<file path="config.mk">
export PLATFORM = sky130hd
export DESIGN_NAME = rx_lane
export DESIGN_NICKNAME = d
export VERILOG_FILES = /design/src/verilog/rx_pkg.sv /design/src/verilog/bit_sync.sv /design/src/verilog/pattern_match.sv /design/src/verilog/rx_lane.sv
export SDC_FILE = /design/constraint.sdc
export NUM_CORES = 1
export LEC_CHECK = 0
export BUFFER_PORTS_ARGS = -buffer_cell sky130_fd_sc_hd__buf_2
export CELL_PAD_IN_SITES_DETAIL_PLACEMENT = 0
export CELL_PAD_IN_SITES_GLOBAL_PLACEMENT = 1
export CORE_ASPECT_RATIO = 0.5
export CORE_UTILIZATION = 47
export CTS_CLUSTER_DIAMETER = 40
export DETAILED_ROUTE_END_ITERATION = 6
export PLACE_DENSITY_LB_ADDON = 0.1
export SLEW_MARGIN = 20
export SYNTH_ARGS = -nofsm -noshare
export SYNTH_HDL_FRONTEND = slang
export SYNTH_HIERARCHICAL = 1
export SYNTH_SLANG_ARGS = --single-unit
</file>
<file path="constraint.sdc">
create_clock -name mclk -period 8.1 [get_ports mclk]
set_clock_uncertainty 0.1 [all_clocks]
set_input_delay 0.81 -clock mclk [delete_from_list [all_inputs] [get_ports mclk]]
set_output_delay 0.81 -clock mclk [all_outputs]
set_load 0.005 [all_outputs]
</file>
<file path="src/verilog/rx_pkg.sv">
// Constants, register map and types shared by the receive lane design
package rx_pkg;
   // Clock and timing
   localparam int CLK_NS       = 25;                                  // mclk period in ns
   localparam int AUTO_WIN_NS  = 1000;                                // Link activity window in ns
   localparam int AUTO_WIN_CYC = (AUTO_WIN_NS + CLK_NS - 1) / CLK_NS; // Window in mclk cycles
   localparam logic [5:0] AUTO_WIN_LOAD = 6'(AUTO_WIN_CYC);           // Counter load value

   // Register byte offsets
   localparam logic [7:0] OFS_CTRL     = 8'h00;
   localparam logic [7:0] OFS_PATTERN  = 8'h04;
   localparam logic [7:0] OFS_STATUS   = 8'h08;
   localparam logic [7:0] OFS_IRQ_STAT = 8'h0c;
   localparam logic [7:0] OFS_IRQ_MASK = 8'h10;
   localparam logic [7:0] OFS_DATA     = 8'h14;

   // Control field positions
   localparam int CTRL_MANUAL  = 0;  // Lock request inputs present
   localparam int CTRL_WIDTH10 = 1;  // 10-bit interface when set
   localparam int CTRL_PLEN10  = 2;  // 10-bit interface: 10-bit pattern when set, else 7-bit
   localparam int CTRL_DIGRST  = 3;  // Receive digital reset
   localparam int CTRL_W       = 4;

   // Status and interrupt field positions
   localparam int STAT_LOCKED = 0;
   localparam int STAT_ARMED  = 1;
   localparam int STAT_ALIGN  = 2;
   localparam int IRQ_SYNC    = 0;
   localparam int IRQ_PAT     = 1;
   localparam int IRQ_LOCK    = 2;
   localparam int IRQ_W       = 3;

   // Reset values
   localparam logic [3:0]  CTRL_RST    = 4'h0;
   localparam logic [15:0] PATTERN_RST = 16'h0000;
   localparam logic [2:0]  MASK_RST    = 3'h0;

   // Data path sizes and word ends
   localparam int WIN_W = 20;             // Received bit history
   localparam int PAT_W = 16;             // Pattern register width
   localparam logic [3:0] LAST8  = 4'h7;  // Last bit index, 8-bit word
   localparam logic [3:0] LAST10 = 4'h9;  // Last bit index, 10-bit word

   // Recovery unit states
   typedef enum logic [1:0]
   {
      reference_tracking_state = 2'b01,
      data_tracking_state      = 2'b10
   } cdr_state_t;
endpackage

</file>
<file path="src/verilog/bit_sync.sv">
// Two flip-flop synchroniser for a group of asynchronous levels
`timescale 1ns/100ps
`default_nettype none
module bit_sync
#(
   parameter int W = 1
)
(
   input  wire logic         mclk,
   input  wire logic         rst_n,
   input  wire logic [W-1:0] d,
   output logic      [W-1:0] q
);
   logic [W-1:0] meta_reg;  // First stage, read only by the second

   // Two stages, cleared by reset
   always_ff @(posedge mclk or negedge rst_n)
   begin
      if (!rst_n)
      begin
         meta_reg <= '0;
         q        <= '0;
      end
      else
      begin
         meta_reg <= d;
         q        <= meta_reg;
      end
   end
endmodule
`default_nettype wire

</file>
<file path="src/verilog/pattern_match.sv">
// Compares the newest received bits with the alignment pattern
`timescale 1ns/100ps
`default_nettype none
module pattern_match
(
   input  wire logic [rx_pkg::WIN_W-1:0] win,
   input  wire logic [rx_pkg::PAT_W-1:0] pattern,
   input  wire logic                     width10,
   input  wire logic                     plen10,
   output logic                          match
);
   // Newest bit sits at the top; first pattern bit is its LSB
   always_comb
   begin
      if (!width10)
      begin
         // 16-bit pattern, true form only
         match = (win[19:4] == pattern);
      end
      else if (plen10)
      begin
         // 10-bit pattern or its complement
         match = (win[19:10] == pattern[9:0]) || (win[19:10] == ~pattern[9:0]);
      end
      else
      begin
         // 7-bit pattern or its complement
         match = (win[19:13] == pattern[6:0]) || (win[19:13] == ~pattern[6:0]);
      end
   end
endmodule
`default_nettype wire

</file>
<file path="src/verilog/rx_lane.sv">
// Receive lane: lock control, deserializer, manual word aligner and APB registers
//
// Contract
// [RULE1] Reference state ignores data; data state tracks
// [RULE2] Manual mode: lock request levels pick state
// [RULE3] Manual mode: lock flag equals data state
// [RULE4] No lock inputs configured: automatic lock mode
// [RULE5] Serial stream becomes 8- or 10-bit words
// [RULE6] First received bit is word LSB
// [RULE7] Bits captured on both recovered clock edges
// [RULE8] Aligner restores boundary from alignment pattern
// [RULE9] Pattern 16 bits, or 7/10 bits
// [RULE10] 8-bit: align enable rise starts search
// [RULE11] 8-bit: new boundary needs another rise
// [RULE12] 10-bit: high enable searches pattern or complement
// [RULE13] 10-bit: low enable holds boundary
// [RULE14] Realign pulses sync and pattern flags
// [RULE15] Flags share data path latency
// [RULE16] Pattern on current boundary: pattern flag only
// [RULE17] User drops enable unless pattern unique
// [RULE18] Align enable synchronised before use
//
// The APB register port and the address map were decided locally.
`timescale 1ns/100ps
`default_nettype none
module rx_lane
(
   input  wire logic        mclk,           // 40 MHz system clock
   input  wire logic        nrst,           // Asynchronous reset, active low
   input  wire logic        psel,           // APB select
   input  wire logic        penable,        // APB access phase
   input  wire logic        pwrite,         // APB direction
   input  wire logic [7:0]  paddr,          // APB byte address
   input  wire logic [31:0] pwdata,         // APB write data
   output logic      [31:0] prdata,         // APB read data
   output logic             pready,         // APB ready
   output logic             pslverr,        // APB error on unmapped address
   output logic             irq,            // Level interrupt
   input  wire logic        ser_clk,        // High-speed recovered clock
   input  wire logic        ser_data,       // Serial data from input buffer
   input  wire logic        lock_ref_req,   // Lock-to-reference request
   input  wire logic        lock_data_req,  // Lock-to-data request
   input  wire logic        align_en,       // Pattern align enable
   output logic             pd_en,          // Phase detector enable
   output logic             freq_locked,    // Frequency lock indication
   output logic      [9:0]  rx_word,        // Parallel word, LSB first received
   output logic             rx_word_valid,  // One-cycle word strobe
   output logic             rx_sync,        // Boundary moved with this word
   output logic             rx_pattern      // Pattern ends on this word's last bit
);
   logic [1:0] rst_sync_reg;                  // Reset release stages
   logic       rst_n;                         // Synchronised reset
   logic [4:0] pins_s;                        // Synchronised pin levels
   logic       clk_s, data_s, ref_s, dat_s, align_s;
   logic       clk_d_reg;                     // Previous sampled link clock
   logic       link_edge;                     // Either link clock edge
   logic       bit_take;                      // Bit captured this cycle
   rx_pkg::cdr_state_t state_reg, state_next; // Recovery unit state
   logic [5:0] idle_reg;                      // Link activity timer
   logic [rx_pkg::CTRL_W-1:0] ctrl_reg;       // Control register
   logic [rx_pkg::PAT_W-1:0]  pattern_reg;    // Alignment pattern
   logic [rx_pkg::IRQ_W-1:0]  irq_stat_reg;   // Sticky events
   logic [rx_pkg::IRQ_W-1:0]  irq_mask_reg;   // Event enables
   logic [rx_pkg::IRQ_W-1:0]  irq_set;        // Events this cycle
   logic       manual, width10, plen10, dig_rst;
   logic [rx_pkg::WIN_W-1:0]  win_reg;        // Received bit history
   logic [rx_pkg::WIN_W-1:0]  win_next;       // History including new bit
   logic [3:0] bit_cnt_reg;                   // Bits in current word
   logic [3:0] last_idx;                      // Index of a word's last bit
   logic       match;                         // Pattern seen at window top
   logic       word_end;                      // New bit closes a word
   logic       realign;                       // Boundary moves here
   logic       align_d_reg;                   // Previous align enable
   logic       armed8_reg;                    // 8-bit search pending
   logic       armed;                         // Search permitted now
   logic       aligned_reg;                   // Boundary set at least once
   logic       wr_acc, rd_setup, hit;

   // Reset release through two flip-flops
   always_ff @(posedge mclk or negedge nrst)
   begin
      if (!nrst)
         rst_sync_reg <= 2'b00;
      else
         rst_sync_reg <= {rst_sync_reg[0], 1'b1};
   end
   assign rst_n = rst_sync_reg[1];

   // All pin levels cross into mclk here
   bit_sync #(.W(5)) u_pins
   (
      .mclk  (mclk),
      .rst_n (rst_n),
      .d     ({align_en, lock_data_req, lock_ref_req, ser_data, ser_clk}),
      .q     (pins_s)
   );
   assign clk_s   = pins_s[0];
   assign data_s  = pins_s[1];
   assign ref_s   = pins_s[2];
   assign dat_s   = pins_s[3];
   assign align_s = pins_s[4];  // see [RULE18]

   // Control fields
   assign manual  = ctrl_reg[rx_pkg::CTRL_MANUAL];
   assign width10 = ctrl_reg[rx_pkg::CTRL_WIDTH10];
   assign plen10  = ctrl_reg[rx_pkg::CTRL_PLEN10];
   assign dig_rst = ctrl_reg[rx_pkg::CTRL_DIGRST];

   // Link clock edge detect on the synchronised copy
   always_ff @(posedge mclk or negedge rst_n)
   begin
      if (!rst_n)
         clk_d_reg <= 1'b0;
      else
         clk_d_reg <= clk_s;
   end
   assign link_edge = clk_s ^ clk_d_reg;  // see [RULE7]

   // Activity timer used by automatic lock mode
   always_ff @(posedge mclk or negedge rst_n)
   begin
      if (!rst_n)
         idle_reg <= 6'h00;
      else if (link_edge)
         idle_reg <= rx_pkg::AUTO_WIN_LOAD;
      else if (idle_reg != 6'h00)
         idle_reg <= idle_reg - 6'h01;
   end

   // Next recovery state
   always_comb
   begin
      if (manual)
      begin
         // Reference request wins; both low parks on reference
         if (ref_s)
            state_next = rx_pkg::reference_tracking_state;  // see [RULE2]
         else if (dat_s)
            state_next = rx_pkg::data_tracking_state;       // see [RULE2]
         else
            state_next = rx_pkg::reference_tracking_state;
      end
      else if (idle_reg != 6'h00)
         state_next = rx_pkg::data_tracking_state;          // see [RULE4]
      else
         state_next = rx_pkg::reference_tracking_state;     // see [RULE4]
   end

   // Recovery state register
   always_ff @(posedge mclk or negedge rst_n)
   begin
      if (!rst_n)
         state_reg <= rx_pkg::reference_tracking_state;
      else if (dig_rst)
         state_reg <= rx_pkg::reference_tracking_state;
      else
      begin
         case (state_reg)
            rx_pkg::reference_tracking_state: state_reg <= state_next;
            rx_pkg::data_tracking_state:      state_reg <= state_next;
            default:                          state_reg <= rx_pkg::reference_tracking_state;
         endcase
      end
   end

   // Lock flag and phase detector follow the state
   assign freq_locked = (state_reg == rx_pkg::data_tracking_state);  // see [RULE3]
   assign pd_en       = freq_locked;                                 // see [RULE1]

   // Only data tracking takes bits from the line
   assign bit_take = link_edge && freq_locked && !dig_rst;  // see [RULE1] [RULE7]
   assign win_next = {data_s, win_reg[rx_pkg::WIN_W-1:1]};  // see [RULE6]
   assign last_idx = width10 ? rx_pkg::LAST10 : rx_pkg::LAST8;  // see [RULE5]

   // Pattern compare on history including the new bit
   pattern_match u_match
   (
      .win     (win_next),
      .pattern (pattern_reg),
      .width10 (width10),
      .plen10  (plen10),
      .match   (match)
   );  // see [RULE9]

   // Search permission: level in 10-bit mode, edge-armed in 8-bit mode
   assign armed    = width10 ? align_s : armed8_reg;  // see [RULE12] [RULE13]
   assign word_end = bit_take && (bit_cnt_reg == last_idx);
   assign realign  = bit_take && match && armed && !word_end;  // see [RULE8]

   // Bit history and word position
   always_ff @(posedge mclk or negedge rst_n)
   begin
      if (!rst_n)
      begin
         win_reg     <= '0;
         bit_cnt_reg <= 4'h0;
      end
      else if (dig_rst)
      begin
         win_reg     <= '0;
         bit_cnt_reg <= 4'h0;
      end
      else if (bit_take)
      begin
         win_reg <= win_next;
         // A move closes a word here, as a normal word end does
         if (word_end || realign)
            bit_cnt_reg <= 4'h0;  // see [RULE8]
         else
            bit_cnt_reg <= bit_cnt_reg + 4'h1;
      end
   end

   // 8-bit search arming from rising edges of align enable
   always_ff @(posedge mclk or negedge rst_n)
   begin
      if (!rst_n)
      begin
         align_d_reg <= 1'b1;
         armed8_reg  <= 1'b0;
      end
      else if (dig_rst)
      begin
         // A level already high at release is not an edge
         align_d_reg <= 1'b1;
         armed8_reg  <= 1'b0;
      end
      else
      begin
         align_d_reg <= align_s;
         if (align_s && !align_d_reg)
            armed8_reg <= 1'b1;  // see [RULE10]
         else if (bit_take && match)
            armed8_reg <= 1'b0;  // see [RULE11]
      end
   end

   // Word output with flags in the same stage
   always_ff @(posedge mclk or negedge rst_n)
   begin
      if (!rst_n)
      begin
         rx_word       <= 10'h000;
         rx_word_valid <= 1'b0;
         rx_sync       <= 1'b0;
         rx_pattern    <= 1'b0;
         aligned_reg   <= 1'b0;
      end
      else
      begin
         rx_word_valid <= word_end || realign;
         rx_sync       <= realign;                                // see [RULE14] [RULE15]
         rx_pattern    <= (word_end || realign) && match;         // see [RULE14] [RULE16]
         if (word_end || realign)
            rx_word <= width10 ? win_next[19:10] : {2'b00, win_next[19:12]};  // see [RULE5] [RULE6]
         if (dig_rst)
            aligned_reg <= 1'b0;
         else if (realign)
            aligned_reg <= 1'b1;
      end
   end

   // APB decode: zero wait states, read data caught in setup
   assign wr_acc   = psel && penable && pwrite && hit;
   assign rd_setup = psel && !penable && !pwrite;
   assign pready   = 1'b1;
   assign pslverr  = psel && penable && !hit;
   always_comb
   begin
      case (paddr)
         rx_pkg::OFS_CTRL, rx_pkg::OFS_PATTERN, rx_pkg::OFS_STATUS,
         rx_pkg::OFS_IRQ_STAT, rx_pkg::OFS_IRQ_MASK, rx_pkg::OFS_DATA: hit = 1'b1;
         default: hit = 1'b0;
      endcase
   end

   // Read data register
   always_ff @(posedge mclk or negedge rst_n)
   begin
      if (!rst_n)
         prdata <= 32'h0000_0000;
      else if (rd_setup)
      begin
         case (paddr)
            rx_pkg::OFS_CTRL:     prdata <= {28'h0, ctrl_reg};
            rx_pkg::OFS_PATTERN:  prdata <= {16'h0000, pattern_reg};
            rx_pkg::OFS_STATUS:   prdata <= {29'h0, aligned_reg, armed, freq_locked};
            rx_pkg::OFS_IRQ_STAT: prdata <= {29'h0, irq_stat_reg};
            rx_pkg::OFS_IRQ_MASK: prdata <= {29'h0, irq_mask_reg};
            rx_pkg::OFS_DATA:     prdata <= {22'h0, rx_word};
            default:              prdata <= 32'h0000_0000;
         endcase
      end
   end

   // Writable configuration
   always_ff @(posedge mclk or negedge rst_n)
   begin
      if (!rst_n)
      begin
         ctrl_reg     <= rx_pkg::CTRL_RST;
         pattern_reg  <= rx_pkg::PATTERN_RST;
         irq_mask_reg <= rx_pkg::MASK_RST;
      end
      else if (wr_acc)
      begin
         if (paddr == rx_pkg::OFS_CTRL)
            ctrl_reg <= pwdata[rx_pkg::CTRL_W-1:0];
         if (paddr == rx_pkg::OFS_PATTERN)
            pattern_reg <= pwdata[rx_pkg::PAT_W-1:0];
         if (paddr == rx_pkg::OFS_IRQ_MASK)
            irq_mask_reg <= pwdata[rx_pkg::IRQ_W-1:0];
      end
   end

   // Sticky events; a new event beats a same-cycle clear
   assign irq_set = {state_next != state_reg && !dig_rst, rx_pattern && rx_word_valid, rx_sync};
   always_ff @(posedge mclk or negedge rst_n)
   begin
      if (!rst_n)
         irq_stat_reg <= '0;
      else if (wr_acc && paddr == rx_pkg::OFS_IRQ_STAT)
         irq_stat_reg <= (irq_stat_reg & ~pwdata[rx_pkg::IRQ_W-1:0]) | irq_set;
      else
         irq_stat_reg <= irq_stat_reg | irq_set;
   end
   assign irq = |(irq_stat_reg & irq_mask_reg);
endmodule
`default_nettype wire

</file>
# Word-level counts from Yosys, hierarchy flattened
# Index checks and enable logic that the tools add are counted.
[word_totals]
word_cells = 109
register_bits = 119
input_bits = 50
[classes]
mux = 27
reduce_logical = 38
bitwise_logic = 8
n_addsub = 2
eq_ne = 14
[op_table]
columns = ["cell", "n"]
rows = [
  ["$pmux W16 S6", 1],
  ["$mux W20", 2],
  ["$eq A10 B10 Y1", 2],
  ["$logic_and A1 B1 Y1", 17],
  ["$eq A16 B16 Y1", 1],
  ["$eq A8 B4 Y1 const B", 2],
  ["$eq A8 B5 Y1 const B", 2],
  ["$mux W4", 4],
  ["$eq A7 B7 Y1", 2],
  ["$mux W2", 6],
  ["$mux W6", 2],
  ["$mux W1", 10],
  ["$mux W10", 1],
  ["$not A10 Y10", 1],
  ["$eq A8 B3 Y1 const B", 1],
  ["$logic_not A8 Y1", 1],
  ["$not A7 Y7", 1],
  ["$and A3 B3 Y3", 2],
  ["$logic_not A1 Y1", 6],
  ["$or A3 B3 Y3", 2],
  ["$reduce_and A2 Y1", 3],
  ["$reduce_bool A2 Y1", 3],
  ["$reduce_bool A6 Y1", 1],
  ["$reduce_or A6 Y1", 1],
  ["13 further kinds", 15],
]

# Logic depth before layout (Yosys ltp)
# Gate-level depths: netlist of the first run.
[depth]
word_depth = 12
mapped_depth = 9
mapped_depth_nobuf = 8

# Hierarchy
# Netlist of the first run, hierarchy kept.
[by_module_without_submodules]
columns = ["mod", "area_per_inst_um2", "n_inst", "cells_per_inst"]
rows = [
  ["rx_lane", 4156.5, 1, 340],
  ["pattern_match", 425.4, 1, 53],
  ["bit_sync", 250.2, 1, 10],
]

# Least setup slack after synthesis of the first run
# OpenSTA, ideal clock, no wires.
[synth_timing]
path_type = "reg-to-reg"
startpoint = "register win_reg[19] (netlist name)"
endpoint = "register rx_word[2]"
path_buffers = 1
setup_slack_ns = 5.557
synth_period_minus_slack_ns = 2.543
stages_incl_launch_ff = 10
t_arrival_ns = 2.316
setup_time_ns = 0.127
t_required_ns = 7.873
path_cell_list = "dfrtp_1 > xnor2_1 > or4_1 > nor4_2 > o21ai_1 > o311ai_1 > nand2_1 > a21boi_2 > buf_6 > mux2_1"
[synth_between]
elab_chain_len = 8
[synth_rtl]
columns = ["element", "line", "text"]
rows = [
  ["start: declaration", "rx_lane.sv:66", "logic [rx_pkg::WIN_W-1:0] win_reg;"],
  ["start signal: assignment", "rx_lane.sv:205", "win_reg <= win_next;"],
  ["$eq A10 B10 Y1 or $eq A7 B7 Y1 (tied branches)", "pattern_match.sv:23, pattern_match.sv:28", ""],
  ["$logic_or A1 B1 Y1 (on tied branches)", "pattern_match.sv:23, pattern_match.sv:28", ""],
  ["$mux W1", "pattern_match.sv:20", "else if (plen10)"],
  ["$mux W1 *", "pattern_match.sv:15", "if (!width10)"],
  ["net match", "rx_lane.sv:70", "logic match;"],
  ["$logic_and A1 B1 Y1 * (3 in a row)", "rx_lane.sv:188", "assign realign = bit_take && match && armed && !word_end;"],
  ["$logic_or A1 B1 Y1 *", "rx_lane.sv:254", "if (word_end || realign)"],
  ["end signal: assignment", "rx_lane.sv:255", "rx_word <= width10 ? win_next[19:10] : {2'b00, win_next[19:12]};"],
  ["end: declaration", "rx_lane.sv:46", "output logic [9:0] rx_word,"],
]
# Mark *: on every way through the listed nets, which the timed path passes. The rest lies on a longest branch.
# A chain may end at the register's enable or synchronous reset.

# Worst setup path in the final report of the first run
[layout_timing]
startpoint = "register u_pins.q[1]"
endpoint = "register rx_word[1]"
[layout_between]
elab_chain_len = 8
[layout_rtl]
columns = ["element", "line", "text"]
rows = [
  ["start: declaration", "bit_sync.sv:12", "output logic [W-1:0] q"],
  ["start signal: assignment", "bit_sync.sv:27", "q <= meta_reg;"],
  ["$eq A10 B10 Y1 or $eq A7 B7 Y1 (tied branches)", "pattern_match.sv:23, pattern_match.sv:28", ""],
  ["$logic_or A1 B1 Y1 (on tied branches)", "pattern_match.sv:23, pattern_match.sv:28", ""],
  ["$mux W1", "pattern_match.sv:20", ""],
  ["$mux W1 *", "pattern_match.sv:15", ""],
  ["net match", "rx_lane.sv:70", ""],
  ["$logic_and A1 B1 Y1 * (3 in a row)", "rx_lane.sv:188", ""],
  ["$logic_or A1 B1 Y1 *", "rx_lane.sv:254", ""],
]
# Marked as above.

==> impl_results.md, run 1 <==
- Outcome: complete, no violations
- Area of placed instances: 0.00506 sq mm
- Avg Cell Area, Syn: between 10 and 15 sq um
- Initial antenna violation count: 0
- Total Neg Setup Slack: 0 ns
- FF-to-FF Start: u_pins/q[1]
- Yosys warnings: 6
- Power per cell area: 263 mW/mm^2
- GP Congestion: 0.888
- Share of cells above drive strength 1: 0.284
- Worst hold slack: 0.136 ns
- Tot GR Track Use: 0.228
- Synthesized cell area: roughly 0.0047 sq mm
- Crit path cell chain: xor2_1 > nor4_1 > nand4_1 > o311ai_1 > nand2_1 > a21boi_2 > mux2_2
- CTS resizes: 0
- Clk_lat worst skew: 0.34 ns
- Max FO, Critical Path: 12
- Die ar.: 0.0104 sq mm
- Worst slew margin: 0.336
- Startpoint types: register
- Largest net degree at the start of global routing: 60
- Final Util: 0.559
- Antenna viol nets, final: 0
- Crit path buf inv count: 0
- Routed vias: around 3200
- Fillcell total: 824
- Row cnt: 25
- Synth Instances: 395
- Peak supply drop: 148 uV
- DR iter-0 viols: approximately 240
- Cts hold-fix bufs: 0
- First-pass DRT Iterations: 5
- Die X: roughly 140 um
- Inserted Clock Buffers: 9
- First-pass GRT wire length: 17400 um
- Multi-input combinational cell area: 0.00206 sq mm
- DPL Wire Length: 8080 um
- CP max stage cell: a21boi_2
- Final worst path period share: 0.412
- WL/cell: 18.4 um
- Vias in the first global route: 3090
- Initial Util: 0.491
- Kind of critical path: reg2reg
- Static Leakage: 2.61 nW
- Tightest Hold Check Type: in2async
- Remaining DRCs: 0
- Delay-heaviest family, CP: compound AO/OA/AOI/OAI gates
- Area Overhead vs Synth: 13.9%
- Final non-filler cell area: 0.00535 sq mm
- Final setup viols: 0
- Total grt overflow: 0
- Seq. cell area: 0.00246 sq mm
- R2R setup slack: 4.76 ns
- Tmin final: 3.34 ns
- CTS sink cnt: 98
- Critical Path RT: 8.23 ns
- Drt total wl: 11000 um
- Final Hold Viols: 0
- Max clock buf depth: 2
- Max incr delay on CP: 0.67 ns
- I/O pin cnt: 100
- WP data arrival: 3.47 ns
- Reg clk slew, reported paths: 0.07 ns
- Post-CTS Setup Bufs: 0
- RR Endpoint: rx_word[1]
- F_max: 0.299 GHz
- CP Capture Type: register
- CTS tree: yes
- Depth of the most critical reg-to-reg path: 7
- Diode count: 0
- Die H: 72.7 um
- Core Region: 0.00957 sq mm
- I/O Buffers: 66
- Worst Tran Pin Value: 0.997 ns
- Unrepaired setup endpoints after global routing: no
- Max_cap viols: 0
- H-tree depth: 3
- Vias/cell: 5.45
- Pins Over Slew Limit: 0
- CTS Root Cell: clkbuf_16
- Final nets: 509
==> area by class of cell <==
class,instances,area share
sequential,98,0.460
multi-input combinational,271,0.385
timing repair buffer,67,0.0632
clock buffer,11,0.0435
tap,135,0.0316
clock inverter,5,0.0105
inverter,9,0.00632
==> power by group <==
group          total (mW)  internal (mW)  leakage (nW)  switching, mW
logic               0.315          0.160          1.18          0.155
registers           0.671          0.567          1.28          0.104
clock network       0.422          0.239         0.139          0.182
==> layout by cell type (no fill, tap or decap), types with 6 or more instances in the layout <==
master      n
clkbuf_16   9
buf_2      66
dfrtp_1    95
nand3_1    10
o21ai_0    17
nand2_1    30
nor2_1      9
xnor2_1    17
a22o_1     21
nor3_1      6
a22oi_1     7
mux2_1      6
inv_1       9
conb_1     18
mux2_2     35
xor2_1     22
==> worst max path at each step <==
| stage | cells past startpoint | start | to | slack (ns) |
|---|---|---|---|---|
| 2_1_floorplan | 0 | rst_sync_reg[1] | aligned_reg | 5.07 |
| 3_3_place_gp | 7 | win_reg[19] | rx_word[0] | 4.75 |
| 3_5_place_dp | 7 | u_pins/q[1] | rx_word[1] | 4.80 |
| 4_1_cts | 7 | u_pins/q[1] | rx_word[0] | 4.78 |
| 5_1_grt | 7 | u_pins/q[1] | rx_word[0] | 4.46 |
| 6_report | 7 | u_pins/q[1] | rx_word[1] | 4.76 |
==> per-layer routing <==
| layer | part of all wire | wire length, um | track usage |
|---|---|---|---|
| met3 | 0.054 | 587 | 0.0564 |
| met2 | 0.42 | 4570 | 0.317 |
| met5 | 0 | 0 | 0 |
| met4 | 0.0078 | 85 | 0.0496 |
| met1 | 0.52 | 5730 | 0.356 |
==> per-stage QoR <==
step,total power [mW],setup WS [ns],instances
3_5_place_dp,0.991,4.80,580
5_1_grt,1.49,4.46,596
3_3_place_gp,0.972,4.75,580
4_1_cts,1.42,4.78,596
6_report,1.41,4.76,596
2_1_floorplan,0.886,5.07,411
Power figures use the tool's default switching activity.
==> inputs of run 2 (changes only) <==
ABC_AREA = 1   (was default)
CORE_UTILIZATION = 37   (was 47)
clock period = 2.7 ns   (was 8.1 ns; I/O delays follow)
==> run 2 against run 1 <==
  * Sequential cell count unchanged
  * Largest power group unchanged
  * Synthesized cell count increased by 77%
  * Combinational power increased to 3.4 times the previous value
  * Sequential share of layout area decreased by 5.5 points
  * Critical path depth increased by 7
  * Global-route usage decreased by 3.3 points
  * Highest routed layer unchanged
  * Count of clock-buffer cells in the layout decreased by 2
  * Synthesized area increased by 11%
==> impl_results.md, run 2 <==
- Avg Cell Area, Syn: 7.48 sq um (was 11.9 sq um)
- Initial antenna violation count: 0 (unchanged)
- Pins Over Slew Limit: 0 (unchanged)
- First-pass DRT Iterations: 4 (was 5)
- Max clock buf depth: 2 (unchanged)
- Final Hold Viols: 0 (unchanged)
- First-pass GRT wire length: 22200 um (was 17400 um)
- Drt total wl: 13100 um (was 11000 um)
- Largest net degree at the start of global routing: 53 (was 60)
- Vias/cell: 4.54 (was 5.45)
- DPL Wire Length: 9690 um (was 8080 um)
- Total grt overflow: 0 (unchanged)
- Die H: 86.1 um (was 72.7 um)
- Fillcell total: 1430 (was 824)
- Static Leakage: 3.31 nW (was 2.61 nW)
- WL/cell: 13.6 um (was 18.4 um)
- Met1 GRT Util: 0.288 (was 0.356)
- Unrepaired setup endpoints after global routing: no (unchanged)
- GR Util met3: 0.0448 (was 0.0564)
- Post-CTS Setup Bufs: 0 (unchanged)
- CTS Root Cell: clkbuf_16 (unchanged)
- Tightest Hold Check Type: in2reg (was in2async)
- Die X: 170 um (was 143 um)
- Final setup viols: 0 (unchanged)
- WP data arrival: 2.57 ns (was 3.47 ns)
- Row cnt: 30 (was 25)
- Area Overhead vs Synth: 16.1% (was 13.9%)
- Area of placed instances: 0.00568 sq mm (was 0.00506 sq mm)
- Clk_lat worst skew: 0.35 ns (was 0.34 ns)
- Pre-CTS setup slack: 0.378 ns (was 4.80 ns)
- Most common cell after layout, fill and taps aside: nand2_1 (was dfrtp_1)
- Reg clk slew, reported paths: 0.08 ns (was 0.07 ns)
- H-tree depth: 3 (unchanged)
- Final worst path period share: 0.881 (was 0.412)
- Initial Util: 0.383 (was 0.491)
- GP Congestion: 0.853 (was 0.888)
- Power per cell area: 729 mW/mm^2 (was 263 mW/mm^2)
- Tmin final: 2.38 ns (was 3.34 ns)
- DR iter-0 viols: 234 (was 241)
- Cts hold-fix bufs: 6 (was 0)
- Critical Path RT: 2.89 ns (was 8.23 ns)
- CTS resizes: 0 (unchanged)
- Dpl cells: 942 (was 580)
- Max FO, Critical Path: 14 (was 12)
- Startpoint types: register (unchanged)
- Yosys warnings: 6 (unchanged)
- Total Neg Setup Slack: 0 ns (unchanged)
- Core Region: 0.0137 sq mm (was 0.00957 sq mm)
- CP Capture Type: register (unchanged)
- Vias in the first global route: 4298 (was 3090)
- Kind of critical path: reg2reg (unchanged)
- Antenna viol nets, final: 0 (unchanged)
- Outcome: complete, no violations (unchanged)
- Inserted Clock Buffers: 9 (unchanged)
- Synthesized cell area: 0.00523 sq mm (was 0.00470 sq mm)
- Worst slew margin: 0.573 (was 0.336)
- Peak supply drop: 320 uV (was 148 uV)
- Post-Layout Cell Count: 964 (was 596)
- Final nets: 820 (was 509)
- Worst Tran Pin Value: 0.639 ns (was 0.997 ns)
- Busiest grt layer: met2 (was met1)
- I/O pin cnt: 100 (unchanged)
- Tot GR Track Use: 0.196 (was 0.228)
- CTS sink cnt: 98 (unchanged)
- Final worst slack: 0.320 ns (was 4.76 ns)
- M2 GR Usage: 0.294 (was 0.317)
- Die ar.: 0.0146 sq mm (was 0.0104 sq mm)
- Share of cells above drive strength 1: 0.153 (was 0.284)
- Synth Instances: 699 (was 395)
- I/O Buffers: 66 (unchanged)
- Max_cap viols: 0 (unchanged)
- Final non-filler cell area: 0.00607 sq mm (was 0.00535 sq mm)
- F_max: 0.420 GHz (was 0.299 GHz)
- CTS tree: yes (unchanged)
- Routed vias: 4373 (was 3248)
- Diode count: 0 (unchanged)
- Most frequent cells in the layout: nand2_1 (251), dfrtp_1 (95), inv_1 (89) (was dfrtp_1 (95), buf_2 (66), mux2_2 (35))
- Remaining DRCs: 0 (unchanged)
## run 2: per-stage QoR
step	util	hold slack (ns)	power, mW
floorplan	-	-0.126	2.71
CTS	0.445	0.0278	4.48
global placement	0.416	-0.0438	3.03
detailed placement	0.416	-0.0428	3.04
global route	0.445	0.0391	4.73
finish	0.445	0.0381	4.43
## run 2: layout make-up
| cell class | instances | area [sq um] | area share |
|---|---|---|---|
| sequential | 98 | 2460 | 0.405 |
| timing repair buffer | 78 | 448 | 0.0737 |
| clock buffer | 9 | 225 | 0.0371 |
| clock inverter | 7 | 105 | 0.0173 |
| tap | 192 | 240 | 0.0395 |
| multi-input combinational | 480 | 2220 | 0.366 |
| inverter | 100 | 375 | 0.0618 |
## run 2: worst max-delay path, stage by stage, from the launching register on
cell	delay, ns
dfrtp_1	0.54
inv_2	0.12
nand2_1	0.08
o21ai_1	0.06
nor2_1	0.11
nand2_1	0.06
nor3_1	0.18
nand3_1	0.13
nand2_1	0.17
inv_1	0.12
nor2_4	0.14
nand2_4	0.15
nand2_2	0.22
nand2_1	0.09
nand2_1	0.06
## run 2: final timing paths
| path | from | end | slack, ns | depth (start not counted) |
|---|---|---|---|---|
| max reg2reg | win_reg[16] | rx_word[2] | 0.32 | 14 |
| max | win_reg[16] | rx_word[2] | 0.32 | 14 |
| min reg2reg | rst_sync_reg[1] | win_reg[7] | 0.25 | 0 |
| max in group asynchronous | rst_sync_reg[1] | state_reg[0] | 1.51 | 1 |
| min | pwdata[15] | pattern_reg[15] | 0.04 | 3 |
| min in group asynchronous | nrst | rst_sync_reg[1] | 0.13 | 2 |
## run 2: where the power goes
part	internal (mW)	total [mW]	switching, mW
sequential	1.67	1.94	0.268
clock	0.757	1.41	0.657
combinational	0.432	1.08	0.646
total	2.86	4.43	1.57
## run 2: layer usage
layer / vias to the layer above / share of wire
met2: 95 / 0.41
met1: 2006 / 0.53
met4: 0 / 0.0076
met5: - / 0
li1: 2263 / -
met3: 9 / 0.054
==> inputs of run 3 (changes only) <==
CORE_UTILIZATION = 44   (was 37)
clock period = 2.8 ns   (was 2.7 ns; I/O delays follow)
==> run 3 against run 2 <==
  * Wire length decreased by 5.3%
  * Die area decreased by 16%
  * Via count increased by 0.64%
  * Combinational power decreased by 6%
  * Final cell count decreased by 3.4%
  * Clock power decreased by 13%
  * Design area decreased by 1.3%
  * Sequential share of layout area increased by 0.52 points
  * Utilization increased by 8.7 points
  * Register-to-register slack improved by 0.13 ns
  * Total power decreased by 7.1%
==> impl_results.md, run 3 (synthesized netlist as in run 2, its figures left out) <==
- Outcome: complete, no violations (unchanged)
- Core Region: 0.0113 sq mm (was 0.0137 sq mm)
- DPL Wire Length: 9200 um (was 9690 um)
- Clk_lat worst skew: 0.35 ns (about the same)
- Final setup viols: 0 (unchanged)
- GP Congestion: 0.828 (was 0.853)
- First-pass DRT Iterations: 5 (was 4)
- Pwr Total: 4.11 mW (was 4.43 mW)
- Max_cap viols: 0 (unchanged)
- Initial Util: 0.464 (was 0.383)
- Tightest Hold Check Type: in2reg (unchanged)
- CP Capture Type: register (unchanged)
- Startpoint types: register (unchanged)
- Kind of critical path: reg2reg (unchanged)
- Static Leakage: 3.30 nW (was 3.31 nW)
- Die X: 156 um (was 170 um)
- Unrepaired setup endpoints after global routing: no (unchanged)
- Pins Over Slew Limit: 0 (unchanged)
- DR iter-0 viols: 224 (was 234)
- F_max: 0.425 GHz (was 0.420 GHz)
- Worst hold slack: 0.0544 ns (was 0.0381 ns)
- Row cnt: 27 (was 30)
- Routed vias: 4401 (was 4373)
- CTS tree: yes (unchanged)
- Max clock buf depth: 2 (unchanged)
- Antenna viol nets, final: 0 (unchanged)
- Diode count: 0 (unchanged)
- Worst slew margin: 0.566 (was 0.573)
- Tot GR Track Use: 0.216 (was 0.196)
- CTS sink cnt: 98 (unchanged)
- Vias/cell: 4.73 (was 4.54)
- WL/cell: 13.3 um (was 13.6 um)
- Final worst path period share: 0.841 (was 0.881)
- Area Overhead vs Synth: 14.7% (was 16.1%)
- Power per cell area: 686 mW/mm^2 (was 729 mW/mm^2)
- Most frequent cells in the layout: nand2_1 (251), dfrtp_1 (95), inv_1 (89) (unchanged)
- Critical Path RT: 2.99 ns (was 2.89 ns)
- Share of cells above drive strength 1: 0.153 (unchanged)
- Final Hold Viols: 0 (unchanged)
- First-pass GRT wire length: 20400 um (was 22200 um)
- Reg clk slew, reported paths: 0.07 ns (was 0.08 ns)
- WP data arrival: 2.54 ns (was 2.57 ns)
- CTS Root Cell: clkbuf_16 (unchanged)
- H-tree depth: 3 (unchanged)
- Inserted Clock Buffers: 9 (unchanged)
- Remaining DRCs: 0 (unchanged)
- Die H: 79.1 um (was 86.1 um)
- Max FO, Critical Path: 14 (unchanged)
- Final nets: 820 (unchanged)
- Tmin final: 2.35 ns (was 2.38 ns)
- Fillcell total: 1132 (was 1430)
- Vias in the first global route: 4026 (was 4298)
- CTS resizes: 0 (unchanged)
- Area of placed instances: 0.00564 sq mm (was 0.00568 sq mm)
- Peak supply drop: 321 uV (was 320 uV)
- I/O pin cnt: 100 (unchanged)
- Total grt overflow: 0 (unchanged)
- Total Neg Setup Slack: 0 ns (unchanged)
- I/O Buffers: 66 (unchanged)
- Initial antenna violation count: 0 (unchanged)
- Die ar.: 0.0124 sq mm (was 0.0146 sq mm)
- Most common cell after layout, fill and taps aside: nand2_1 (unchanged)
- Drt total wl: 12400 um (was 13100 um)
- Worst Tran Pin Value: 0.649 ns (was 0.639 ns)
- Largest net degree at the start of global routing: 48 (was 53)
- Final non-filler cell area: 0.00600 sq mm (was 0.00607 sq mm)
-- run 3: what timing repair did --
item,CTS,global route
hold endpoints to repair,7,0
hold buffers,6,0
buffers inserted,0,0
-- run 3: layer usage --
| layer | global-route usage | share of wire |
|---|---|---|
| met5 | 0 | 0 |
| met4 | 0.0412 | 0.0052 |
| met3 | 0.0464 | 0.048 |
| met2 | 0.332 | 0.42 |
| met1 | 0.315 | 0.52 |
-- run 3: through the flow --
step,util,setup WS (ns),std cells
floorplan,-,0.995,715
global placement,0.500,0.476,909
detailed placement,0.500,0.456,909
CTS,0.532,0.431,931
global route,0.532,0.153,931
finish,0.532,0.446,931
-- run 3: path summary, 6_finish.rpt --
check                                        start  slack, ns  cells past startpoint               to
worst max-delay path                   win_reg[18]       0.45                     14       rx_word[4]
worst min-delay path                    pwdata[12]       0.05                      3  pattern_reg[12]
worst max register to register         win_reg[18]       0.45                     14       rx_word[4]
worst min register to register  u_pins/meta_reg[4]       0.25                      0      u_pins/q[4]
max in group asynchronous          rst_sync_reg[1]       1.60                      1      align_d_reg
min in group asynchronous                     nrst       0.14                      2  rst_sync_reg[1]
-- run 3: critical path, cell delays in order, from the launching register on --
cell     delay [ns]
dfrtp_1        0.53
inv_2          0.10
nand2_1        0.07
o21ai_1        0.06
nor2_1         0.09
nand2_1        0.06
nor3_1         0.19
nand3_1        0.13
nand2_1        0.16
inv_1          0.11
nor2_4         0.14
nand2_4        0.15
nand2_2        0.24
nand2_1        0.09
nand2_1        0.07
-- run 3: cell type report --
class                   instances  area, sq um  share of cell area
flip-flops and latches         98         2460               0.410
multi-input cells             480         2220               0.370
repair buffers                 78          448              0.0747
inverters                     100          375              0.0626
clock buffers                   9          225              0.0375
well taps                     159          199              0.0332
clock inverters                 7         70.1              0.0117
-- run 3: power by group --
group	leakage [nW]	total, mW	switching (mW)	internal, mW
clock	0.147	1.23	0.598	0.630
combinational	1.87	1.01	0.606	0.408
sequential	1.28	1.87	0.261	1.61
total	3.30	4.11	1.47	2.65
